[config.mk]
export PLATFORM = sky130hd
export DESIGN_NAME = flash_config_latency_status
export DESIGN_NICKNAME = d
export VERILOG_FILES = /design/src/flash_cfg_pkg.sv /design/src/flash_config_latency_status.sv /design/src/latency_decode.sv
export SDC_FILE = /design/constraint.sdc
export NUM_CORES = 1
export LEC_CHECK = 0
export BUFFER_PORTS_ARGS = -buffer_cell sky130_fd_sc_hd__buf_2
export CAP_MARGIN = 40
export CORE_MARGIN = 8
export CORE_UTILIZATION = 52
export CTS_CLUSTER_SIZE = 25
export DETAILED_ROUTE_END_ITERATION = 8
export HOLD_SLACK_MARGIN = 0.05
export PLACE_DENSITY = 0.8
export SETUP_SLACK_MARGIN = 0.4
export SYNTH_ARGS = -nofsm -noshare
export SYNTH_HDL_FRONTEND = slang
export SYNTH_SLANG_ARGS = --single-unit
export TNS_END_PERCENT = 100
[constraint.sdc]
create_clock -name i_ref_clk -period 1.8 [get_ports i_ref_clk]
set_input_delay 0.45 -clock i_ref_clk [delete_from_list [all_inputs] [get_ports i_ref_clk]]
set_output_delay 0.45 -clock i_ref_clk [all_outputs]
set_load 0.02 [all_outputs]
[src/flash_cfg_pkg.sv]
// constants, enumerations and carriers shared by the flash config logic
package flash_cfg_pkg;

  // command codes seen on the serial link
  localparam logic [7:0] CMD_WRITE_REGS = 8'h01;
  localparam logic [7:0] CMD_READ_STATUS_ONE = 8'h05;
  localparam logic [7:0] CMD_READ_STATUS_TWO = 8'h07;
  localparam logic [7:0] CMD_READ_CONFIG = 8'h35;
  localparam logic [7:0] CMD_CLEAR_STATUS = 8'h30;
  localparam logic [7:0] CMD_SOFT_RESET = 8'hF0;

  // config_one field positions
  localparam int CFG_LAT_HI = 7;
  localparam int CFG_LAT_LO = 6;
  localparam int CFG_BOTTOM = 5;
  localparam int CFG_VOLATILE = 3;
  localparam int CFG_PARAM_PLACE = 2;
  localparam int CFG_QUAD = 1;
  localparam int CFG_FREEZE = 0;
  // status_one field positions
  localparam int ST1_PERR = 6;
  localparam int ST1_SIZE_HI = 4;
  localparam int ST1_SIZE_LO = 2;
  // suspend_status field positions
  localparam int SUSP_ERASE = 1;
  localparam int SUSP_PROG = 0;

  // values after reset, then bit and byte counter marks
  localparam logic [7:0] CONFIG_RESET = 8'h00;
  localparam logic [7:0] STATUS_ONE_RESET = 8'h00;
  localparam logic [7:0] SUSPEND_RESET = 8'h00;
  localparam logic [2:0] SIZE_VOLATILE_VALUE = 3'h7;
  localparam logic [2:0] BIT_CNT_LAST = 3'h7;
  localparam logic [1:0] WR_ONE_BYTE = 2'h1;
  localparam logic [1:0] WR_TWO_BYTES = 2'h2;

  // latency codes in table order
  localparam logic [1:0] LAT_11 = 2'h3;
  localparam logic [1:0] LAT_00 = 2'h0;
  localparam logic [1:0] LAT_01 = 2'h1;
  localparam logic [1:0] LAT_10 = 2'h2;

  // serial link state
  typedef enum logic [1:0] {
    ST_CMD,
    ST_WRITE,
    ST_READ,
    ST_IGNORE
  } spi_state_t;

  // read command families that carry a latency
  typedef enum logic [3:0] {
    RK_NONE,
    RK_PLAIN,
    RK_FAST,
    RK_DUAL_OUT,
    RK_QUAD_OUT,
    RK_DUAL_IO,
    RK_QUAD_IO,
    RK_DDR_FAST,
    RK_DDR_DUAL,
    RK_DDR_QUAD
  } read_kind_t;

  // mode and dummy cycle counts of one read
  typedef struct packed {
    logic [2:0] mode;
    logic [3:0] dummy;
  } latency_t;

  // serial link pins as seen from the device
  typedef struct packed {
    logic sck;
    logic cs_n;
    logic si;
  } spi_pins_t;

endpackage

[src/flash_config_latency_status.sv]
// serial register access, protection bits, suspend status and latency
`timescale 1ns/1ps
`default_nettype none
module flash_config_latency_status
  import flash_cfg_pkg::*;
#(
  parameter bit ENHANCED = 1'b0,
  parameter logic [7:0] CONFIG_INIT = CONFIG_RESET,
  parameter logic [2:0] SIZE_INIT = 3'h0
) (
  // clock and power-on reset
  input wire logic i_ref_clk,
  input wire logic i_rst,
  // serial link pins, asynchronous
  input wire spi_pins_t i_spi,
  output logic o_so,
  output logic o_so_oe,
  // hardware reset, write-protect and hold pins, asynchronous
  input wire logic i_reset_pin_n,
  input wire logic i_wp_n,
  input wire logic i_hold_n,
  // suspend state from the array controller, same clock
  input wire logic i_erase_suspended,
  input wire logic i_program_suspended,
  // register and pin views for the array controller
  output logic [7:0] o_config_one,
  output logic [7:0] o_status_one,
  output logic [7:0] o_suspend_status,
  output logic o_wp_n_eff,
  output logic o_hold_n_eff,
  // counts of the last read command
  output logic [6:0] o_read_latency
);

  // all state of this module
  typedef struct packed {
    spi_pins_t sync1;        // first synchroniser stage
    spi_pins_t sync2;        // second synchroniser stage
    logic sck_d;             // delayed clock for edge finding
    logic cs_n_d;            // delayed select for end of frame
    logic rst_s1;
    logic rst_s2;
    logic wp_s1;
    logic wp_s2;
    logic hold_s1;
    logic hold_s2;
    spi_state_t st;
    logic [2:0] bit_cnt;
    logic [7:0] shift_in;
    logic [7:0] shift_out;
    logic [1:0] wr_cnt;      // bytes of a register write taken
    logic [7:0] wr_stat;
    logic [7:0] wr_cfg;
    logic [7:0] config_one;
    logic [7:0] status_one;
    logic [7:0] suspend;
    logic so;
    logic so_oe;
    logic wp_eff;
    logic hold_eff;
    read_kind_t kind;
    logic kind_stb;
  } core_t;

  core_t r;
  core_t n;

  // combinational helpers, filled in the single comb process
  logic sck_rise;
  logic sck_fall;
  logic cs_act;
  logic frame_end;
  logic hw_rst;
  logic soft_rst;
  logic clr_perr;
  logic perr_set;
  logic commit;
  logic [7:0] byte_in;

  // read command code to read family
  function automatic read_kind_t kind_of(input logic [7:0] c);
    read_kind_t k;
    case (c)
      8'h03, 8'h13: k = RK_PLAIN;
      8'h0B, 8'h0C: k = RK_FAST;
      8'h3B, 8'h3C: k = RK_DUAL_OUT;
      8'h6B, 8'h6C: k = RK_QUAD_OUT;
      8'hBB, 8'hBC: k = RK_DUAL_IO;
      8'hEB, 8'hEC: k = RK_QUAD_IO;
      8'h0D, 8'h0E: k = RK_DDR_FAST;
      8'hBD, 8'hBE: k = RK_DDR_DUAL;
      8'hED, 8'hEE: k = RK_DDR_QUAD;
      default: k = RK_NONE;
    endcase
    return k;
  endfunction

  // next state of everything
  always_comb begin
    n = r;
    n.kind_stb = 1'b0;
    soft_rst = 1'b0;
    clr_perr = 1'b0;
    perr_set = 1'b0;
    // synchronisers; stage one is read only by stage two
    n.sync1 = i_spi;
    n.sync2 = r.sync1;
    n.sck_d = r.sync2.sck;
    n.cs_n_d = r.sync2.cs_n;
    n.rst_s1 = i_reset_pin_n;
    n.rst_s2 = r.rst_s1;
    n.wp_s1 = i_wp_n;
    n.wp_s2 = r.wp_s1;
    n.hold_s1 = i_hold_n;
    n.hold_s2 = r.hold_s1;
    sck_rise = r.sync2.sck & ~r.sck_d;
    sck_fall = ~r.sync2.sck & r.sck_d;
    cs_act = ~r.sync2.cs_n;
    frame_end = r.sync2.cs_n & ~r.cs_n_d;
    hw_rst = ~r.rst_s2;
    byte_in = {r.shift_in[6:0], r.sync2.si};
    commit = frame_end && (r.st == ST_WRITE) && (r.wr_cnt != 2'h0);

    // serial frame handling
    if (!cs_act) begin
      // deselected: frame over, release the output line
      n.st = ST_CMD;
      n.bit_cnt = 3'h0;
      n.wr_cnt = 2'h0;
      n.so_oe = 1'b0;
    end else if (sck_rise) begin
      n.shift_in = byte_in;
      n.bit_cnt = r.bit_cnt + 3'h1;
      if (r.bit_cnt == BIT_CNT_LAST) begin
        case (r.st)
          ST_CMD: begin
            n.st = ST_IGNORE;
            case (byte_in)
              CMD_WRITE_REGS: begin
                n.st = ST_WRITE;
                n.wr_cnt = 2'h0;
              end
              CMD_READ_STATUS_ONE: begin
                n.st = ST_READ;
                n.shift_out = r.status_one;
              end
              CMD_READ_STATUS_TWO: begin
                n.st = ST_READ;
                n.shift_out = r.suspend;
              end
              CMD_READ_CONFIG: begin
                n.st = ST_READ;
                n.shift_out = r.config_one;
              end
              CMD_CLEAR_STATUS: clr_perr = 1'b1;
              CMD_SOFT_RESET: soft_rst = 1'b1;
              default: begin
                // a read: latch its family for the latency decoder
                n.kind = kind_of(byte_in);
                n.kind_stb = (kind_of(byte_in) != RK_NONE);
              end
            endcase
          end
          ST_WRITE: begin
            if (r.wr_cnt == 2'h0) begin
              n.wr_stat = byte_in;
              n.wr_cnt = WR_ONE_BYTE;
            end else if (r.wr_cnt == WR_ONE_BYTE) begin
              n.wr_cfg = byte_in;
              n.wr_cnt = WR_TWO_BYTES;
            end
          end
          default: n.st = r.st;
        endcase
      end
    end else if (sck_fall && r.st == ST_READ) begin
      // shift out msb first; the byte repeats while selected
      n.so = r.shift_out[7];
      n.so_oe = 1'b1;
      n.shift_out = {r.shift_out[6:0], r.shift_out[7]};
    end

    // register write takes effect when the frame ends
    if (commit) begin
      // size bits locked by freeze
      if (!r.config_one[CFG_FREEZE]) begin
        n.status_one[ST1_SIZE_HI:ST1_SIZE_LO] =
          r.wr_stat[ST1_SIZE_HI:ST1_SIZE_LO];
      end
      if (r.wr_cnt == WR_TWO_BYTES) begin
        n.config_one[CFG_LAT_HI:CFG_LAT_LO] =
          r.wr_cfg[CFG_LAT_HI:CFG_LAT_LO];
        n.config_one[CFG_QUAD] = r.wr_cfg[CFG_QUAD];
        // one-time bits: a clear attempt fails and flags an error
        if (r.config_one[CFG_BOTTOM] && !r.wr_cfg[CFG_BOTTOM]) begin
          perr_set = 1'b1;
        end else if (!r.config_one[CFG_FREEZE]) begin
          n.config_one[CFG_BOTTOM] = r.wr_cfg[CFG_BOTTOM];
        end
        if (r.config_one[CFG_VOLATILE] && !r.wr_cfg[CFG_VOLATILE]) begin
          perr_set = 1'b1;
        end else begin
          n.config_one[CFG_VOLATILE] = r.wr_cfg[CFG_VOLATILE];
        end
        if (!r.config_one[CFG_FREEZE]) begin
          n.config_one[CFG_PARAM_PLACE] = r.config_one[CFG_PARAM_PLACE]
            | r.wr_cfg[CFG_PARAM_PLACE];
        end
        // freeze rides along in the same write and only sets here
        n.config_one[CFG_FREEZE] = r.config_one[CFG_FREEZE]
          | r.wr_cfg[CFG_FREEZE];
      end
    end
    // error flag: a new error wins over a clear in the same cycle
    n.status_one[ST1_PERR] = perr_set
      | (r.status_one[ST1_PERR] & ~clr_perr);

    // read-only suspend flags follow the controller; writes never reach
    n.suspend = SUSPEND_RESET;
    n.suspend[SUSP_ERASE] = i_erase_suspended;
    n.suspend[SUSP_PROG] = i_program_suspended;

    // quad mode: protect and hold pins act as data, seen as inactive
    n.wp_eff = r.config_one[CFG_QUAD] | r.wp_s2;
    n.hold_eff = r.config_one[CFG_QUAD] | r.hold_s2;

    // command reset keeps freeze, reloads volatile size bits
    if (soft_rst && r.config_one[CFG_VOLATILE]) begin
      n.status_one[ST1_SIZE_HI:ST1_SIZE_LO] = SIZE_VOLATILE_VALUE;
    end
    // hardware reset pin: clears freeze, abandons the frame
    if (hw_rst) begin
      n.config_one[CFG_FREEZE] = 1'b0;
      n.st = ST_CMD;
      n.bit_cnt = 3'h0;
      n.wr_cnt = 2'h0;
      n.so_oe = 1'b0;
      if (r.config_one[CFG_VOLATILE]) begin
        n.status_one[ST1_SIZE_HI:ST1_SIZE_LO] = SIZE_VOLATILE_VALUE;
      end
    end
    // power-on: config and size bits come from the build parameters, freeze and bit 4 forced clear
    if (i_rst) begin
      n = '0;
      n.sync1 = 3'h7;
      n.sync2 = 3'h7;
      n.sck_d = 1'b1;
      n.cs_n_d = 1'b1;
      n.rst_s1 = 1'b1;
      n.rst_s2 = 1'b1;
      // pins idle high, so no false active level follows reset
      n.wp_s1 = 1'b1;
      n.wp_s2 = 1'b1;
      n.hold_s1 = 1'b1;
      n.hold_s2 = 1'b1;
      n.st = ST_CMD;
      n.kind = RK_NONE;
      n.config_one = CONFIG_INIT;
      n.config_one[CFG_FREEZE] = 1'b0;
      n.config_one[4] = 1'b0;
      n.status_one = STATUS_ONE_RESET;
      n.status_one[ST1_SIZE_HI:ST1_SIZE_LO] =
        CONFIG_INIT[CFG_VOLATILE] ? SIZE_VOLATILE_VALUE : SIZE_INIT;
      n.wp_eff = 1'b1;
      n.hold_eff = 1'b1;
    end
  end

  // single state register
  always_ff @(posedge i_ref_clk) begin
    r <= n;
  end

  // latency table lookup, registered inside
  latency_decode #(
    .ENHANCED(ENHANCED)
  ) u_latency (
    .i_ref_clk(i_ref_clk),
    .i_rst(i_rst),
    .i_strobe(r.kind_stb),
    .i_kind(r.kind),
    .i_latency_select(r.config_one[CFG_LAT_HI:CFG_LAT_LO]),
    .o_latency(o_read_latency)
  );

  // outputs straight from the state register
  assign o_so = r.so;
  assign o_so_oe = r.so_oe;
  assign o_config_one = r.config_one;
  assign o_status_one = r.status_one;
  assign o_suspend_status = r.suspend;
  assign o_wp_n_eff = r.wp_eff;
  assign o_hold_n_eff = r.hold_eff;

  // checks: reset events seen by the checks
  logic any_reset;
  assign any_reset = hw_rst | soft_rst;
endmodule
`default_nettype wire

[src/latency_decode.sv]
// registered decoder from latency code and read kind to cycle counts
`timescale 1ns/1ps
`default_nettype none
module latency_decode
  import flash_cfg_pkg::*;
#(
  parameter bit ENHANCED = 1'b0
) (
  // clock and reset
  input wire logic i_ref_clk,
  input wire logic i_rst,
  // request
  input wire logic i_strobe,
  input wire read_kind_t i_kind,
  input wire logic [1:0] i_latency_select,
  // answer
  output logic [6:0] o_latency
);

  // one table entry picked by code 11, 00, 01, 10
  function automatic logic [3:0] pick(input logic [1:0] lc,
      input logic [3:0] d11, input logic [3:0] d00,
      input logic [3:0] d01, input logic [3:0] d10);
    logic [3:0] v;
    v = d10;
    case (lc)
      LAT_11: v = d11;
      LAT_00: v = d00;
      LAT_01: v = d01;
      default: v = d10;
    endcase
    return v;
  endfunction

  // full table; the variant is fixed at build time, never by software
  function automatic latency_t decode(input read_kind_t k,
      input logic [1:0] lc);
    latency_t l;
    logic [3:0] std_dummy;
    l = '0;
    std_dummy = (lc == LAT_11) ? 4'h0 : 4'h8;
    case (k)
      RK_PLAIN: l = '0;
      RK_FAST, RK_DUAL_OUT, RK_QUAD_OUT: l.dummy = std_dummy;
      RK_DUAL_IO: begin
        if (ENHANCED) begin
          l.mode = 3'h4;
          l.dummy = pick(lc, 4'h0, 4'h0, 4'h1, 4'h2);
        end else begin
          l.dummy = pick(lc, 4'h4, 4'h4, 4'h5, 4'h6);
        end
      end
      RK_QUAD_IO: begin
        l.mode = 3'h2;
        if (ENHANCED) begin
          l.dummy = pick(lc, 4'h1, 4'h4, 4'h4, 4'h5);
        end else begin
          l.dummy = pick(lc, 4'h1, 4'h4, 4'h4, 4'h5);
        end
      end
      RK_DDR_FAST: begin
        if (ENHANCED) begin
          l.mode = 3'h4;
          l.dummy = pick(lc, 4'h1, 4'h2, 4'h4, 4'h5);
        end else begin
          l.dummy = pick(lc, 4'h4, 4'h5, 4'h6, 4'h7);
        end
      end
      RK_DDR_DUAL: begin
        if (ENHANCED) begin
          l.mode = 3'h2;
          l.dummy = pick(lc, 4'h2, 4'h4, 4'h5, 4'h6);
        end else begin
          l.dummy = pick(lc, 4'h4, 4'h6, 4'h7, 4'h8);
        end
      end
      RK_DDR_QUAD: begin
        l.mode = 3'h1;
        l.dummy = pick(lc, 4'h3, 4'h6, 4'h7, 4'h8);
      end
      default: l = '0;
    endcase
    return l;
  endfunction

  latency_t lat_r;
  latency_t lat_nxt;

  // hold the counts of the last read command seen
  always_comb begin
    lat_nxt = lat_r;
    if (i_rst) begin
      lat_nxt = '0;
    end else if (i_strobe) begin
      lat_nxt = decode(i_kind, i_latency_select);
    end
  end

  always_ff @(posedge i_ref_clk) begin
    lat_r <= lat_nxt;
  end

  assign o_latency = lat_r;

endmodule
`default_nettype wire

==> results.cfg <==
[status]
status = finished with violations
violations = negative setup slack

[clock_network]
cts_sinks = 74
numCtsBuffers = 9
cts.htree.levels = 3
root_buffer = clkbuf_8
clk-insertion-delay-late_ns = 0.36
cts_tree = built
cts_hold_buf = 0
clockBufferDepth = 2
cts.clk_slew.worst_paths_ns = 0.09

[yosys]
ys_warn_count = 0
ys.flop_type = dfxtp_1
ys_types = 55
synth_seq_cells = 74
syn_inst = 408
async_reset_ff_frac = 0
yosysSeqAreaShare = 0.4130
syn_area_um2 = 3587
synth_edf_count = 0
syn_avg_cell_area_um2 = 8.792

[floorplanning]
initial_core_util = 0.5339
die_w_um = 99.06
rows = 30
die_area_um2 = 9812
io-pin-count = 45
core_um2 = 6719
die_y_um = 99.06

[routing]
first_pass_iters = 7
wirelength_um = 10320
post_drt_wl_per_cell_um = 18.89
ant_nets = 0
drc = 0
vias = 3286
drt-initial-drc-count = 367
viasPerCell = 6.018

[global_routing]
met3_usage = 0.05779
gr-usage-met2 = 0.2734
grt_use_met1 = 0.2209
grt_pass1_vias = 2875
overflow = 0
grt_most_used_layer = met2
grt_pass1_wl_um = 14430
antenna_found_initial = 0
grt_max_degree = 46
track_usage = 0.1833

[timing]
final_hold_viol_count = 0
rsz0062_at_grt = true
fmax_mhz = 501.7
period_share = 1.107
tns_ns = -0.7989
fin_crit_ns = 1.993
clock_skew_ns = 0.01746
setup_viol = 14
worst_slack_ns = -0.1931
drv_slew = 0

[placed_design]
dp_hpwl_um = 5804
place_congestion = 0.8762
numPortBuffers = 32

[layout]
antenna_cells = 0
drive_gt1_frac = 0.4335
final_cell_mix = dfxtp_1, nor2_1, buf_4
area_delta_synth_final_pct = 28.99
layout_commonest_cell = dfxtp_1
finalNetCount = 479

[power_and_ir_drop]
finalPower_uw = 3172
vdd_drop_max_mv = 0.3968
power.leakage_uw = 0.001790
powerDensity_nw_per_um2 = 685.6

[worst_setup_path]
reg2reg_from = byte_in[1]
worstSetupPathType = reg2reg
cp.required_ns = 2.04
cp-start-kind = flop
crit_path_end_kind = flop
crit_fanout = 9
worstSetupStartpoint = byte_in[1]
arrival_ns = 2.23

[job]
cap_violations = 0

[hold_path]
min-delay-start = i_spi[0]
min_path_type = in2reg
[cells in the mapped netlist, drive strengths merged (3+ instances only)]
master / number / area share
a211oi: 7 / 0.017
a21oi: 27 / 0.038
a221oi: 3 / 0.0073
a311oi: 8 / 0.021
a31oi: 3 / 0.0052
a32o: 3 / 0.0084
and2: 5 / 0.0087
and4: 4 / 0.0098
buf: 31 / 0.062
clkbuf: 19 / 0.020
dfxtp: 74 / 0.41
ha: 8 / 0.028
inv: 7 / 0.0073
mux2i: 19 / 0.053
nand2: 27 / 0.028
nand2b: 9 / 0.016
nand3: 3 / 0.0042
nand3b: 3 / 0.0063
nor2: 51 / 0.053
nor2b: 9 / 0.016
nor3: 8 / 0.013
nor3b: 7 / 0.016
nor4: 4 / 0.015
o21ai: 20 / 0.028
or2: 16 / 0.028
or3: 5 / 0.0087
[layer usage]
| layer | part of all wire | up-vias |
|---|---|---|
| li1 | - | 1502 |
| met4 | 0.051 | 0 |
| met3 | 0.078 | 39 |
| met5 | 0 | - |
| met2 | 0.47 | 187 |
| met1 | 0.40 | 1558 |
[sequential cells by signal (all words and copies together) (netlist names)]
signal / cells
r: 43
o_so: 1
byte_in: 8
o_so_oe: 1
o_wp_n_eff: 1
o_hold_n_eff: 1
o_status_one: 4
u_latency.o_latency: 6
o_suspend_status: 2
o_config_one: 7
[critical path, cell delays in order (launching register included)]
cell	delay [ns]
dfxtp_4	0.40
nand2b_2	0.18
buf_4	0.15
nor4_4	0.05
buf_4	0.15
a311oi_4	0.46
a21oi_1	0.17
a311oi_1	0.31
[worst paths after layout]
check	to	slack, ns	cells past startpoint
worst max register to register	r[2]	-0.19	7
worst max-delay path	r[2]	-0.19	7
worst min register to register	o_wp_n_eff	0.41	1
worst min-delay path	r[83]	0.27	2
[final cells by class]
class | instances | area [µm²]
multi-input cells | 289 | 2210
fillers | 461 | 2092
flip-flops and latches | 74 | 1526
repair buffers | 80 | 556.8
clock buffers | 9 | 123.9
well taps | 80 | 100.1
clock inverters | 7 | 81.33
inverters | 7 | 28.78
[stage by stage]
step           utilization  worst slack, ns  hold slack [ns]  cell area [µm²]  std cells
2_1_floorplan            -           0.1083           0.3844             3700        419
3_3_place_gp        0.5754          0.03947           0.3879             3866        508
3_5_place_dp        0.5754         -0.04801           0.3896             3866        508
4_1_cts             0.6460         -0.02834           0.2607             4340        535
5_1_grt             0.6886          -0.2872           0.2499             4627        546
6_report            0.6886          -0.1931           0.2693             4627        546
[power by group]
part	internal (µW)	leakage, µW	total [µW]	switching [µW]
combinational	44.4	0.00108	127	82.6
sequential	1640	0.000611	1650	11.8
clock	666	0.000103	1390	725
total	2350	0.00179	3170	819
[cells by family after synthesis]
logic type,synth area share
AOI/OAI and AO/OA,0.1538
xor gates and xnor gates,0.007326
adders and majority gates,0.02790
buffers and inverters,0.08964
DFF,0.4130
muxes,0.05302
other,0.001045
and+or+nand+nor,0.2543
[timing repair]
item	4_1_cts	5_1_grt
buffers inserted	11	10
gates cloned	0	1
gates resized for setup	51	56
endpoints found under the hold margin	0	0
setup endpoints to repair	47	56
pin swaps	15	27
Power figures use the tool's default switching activity.
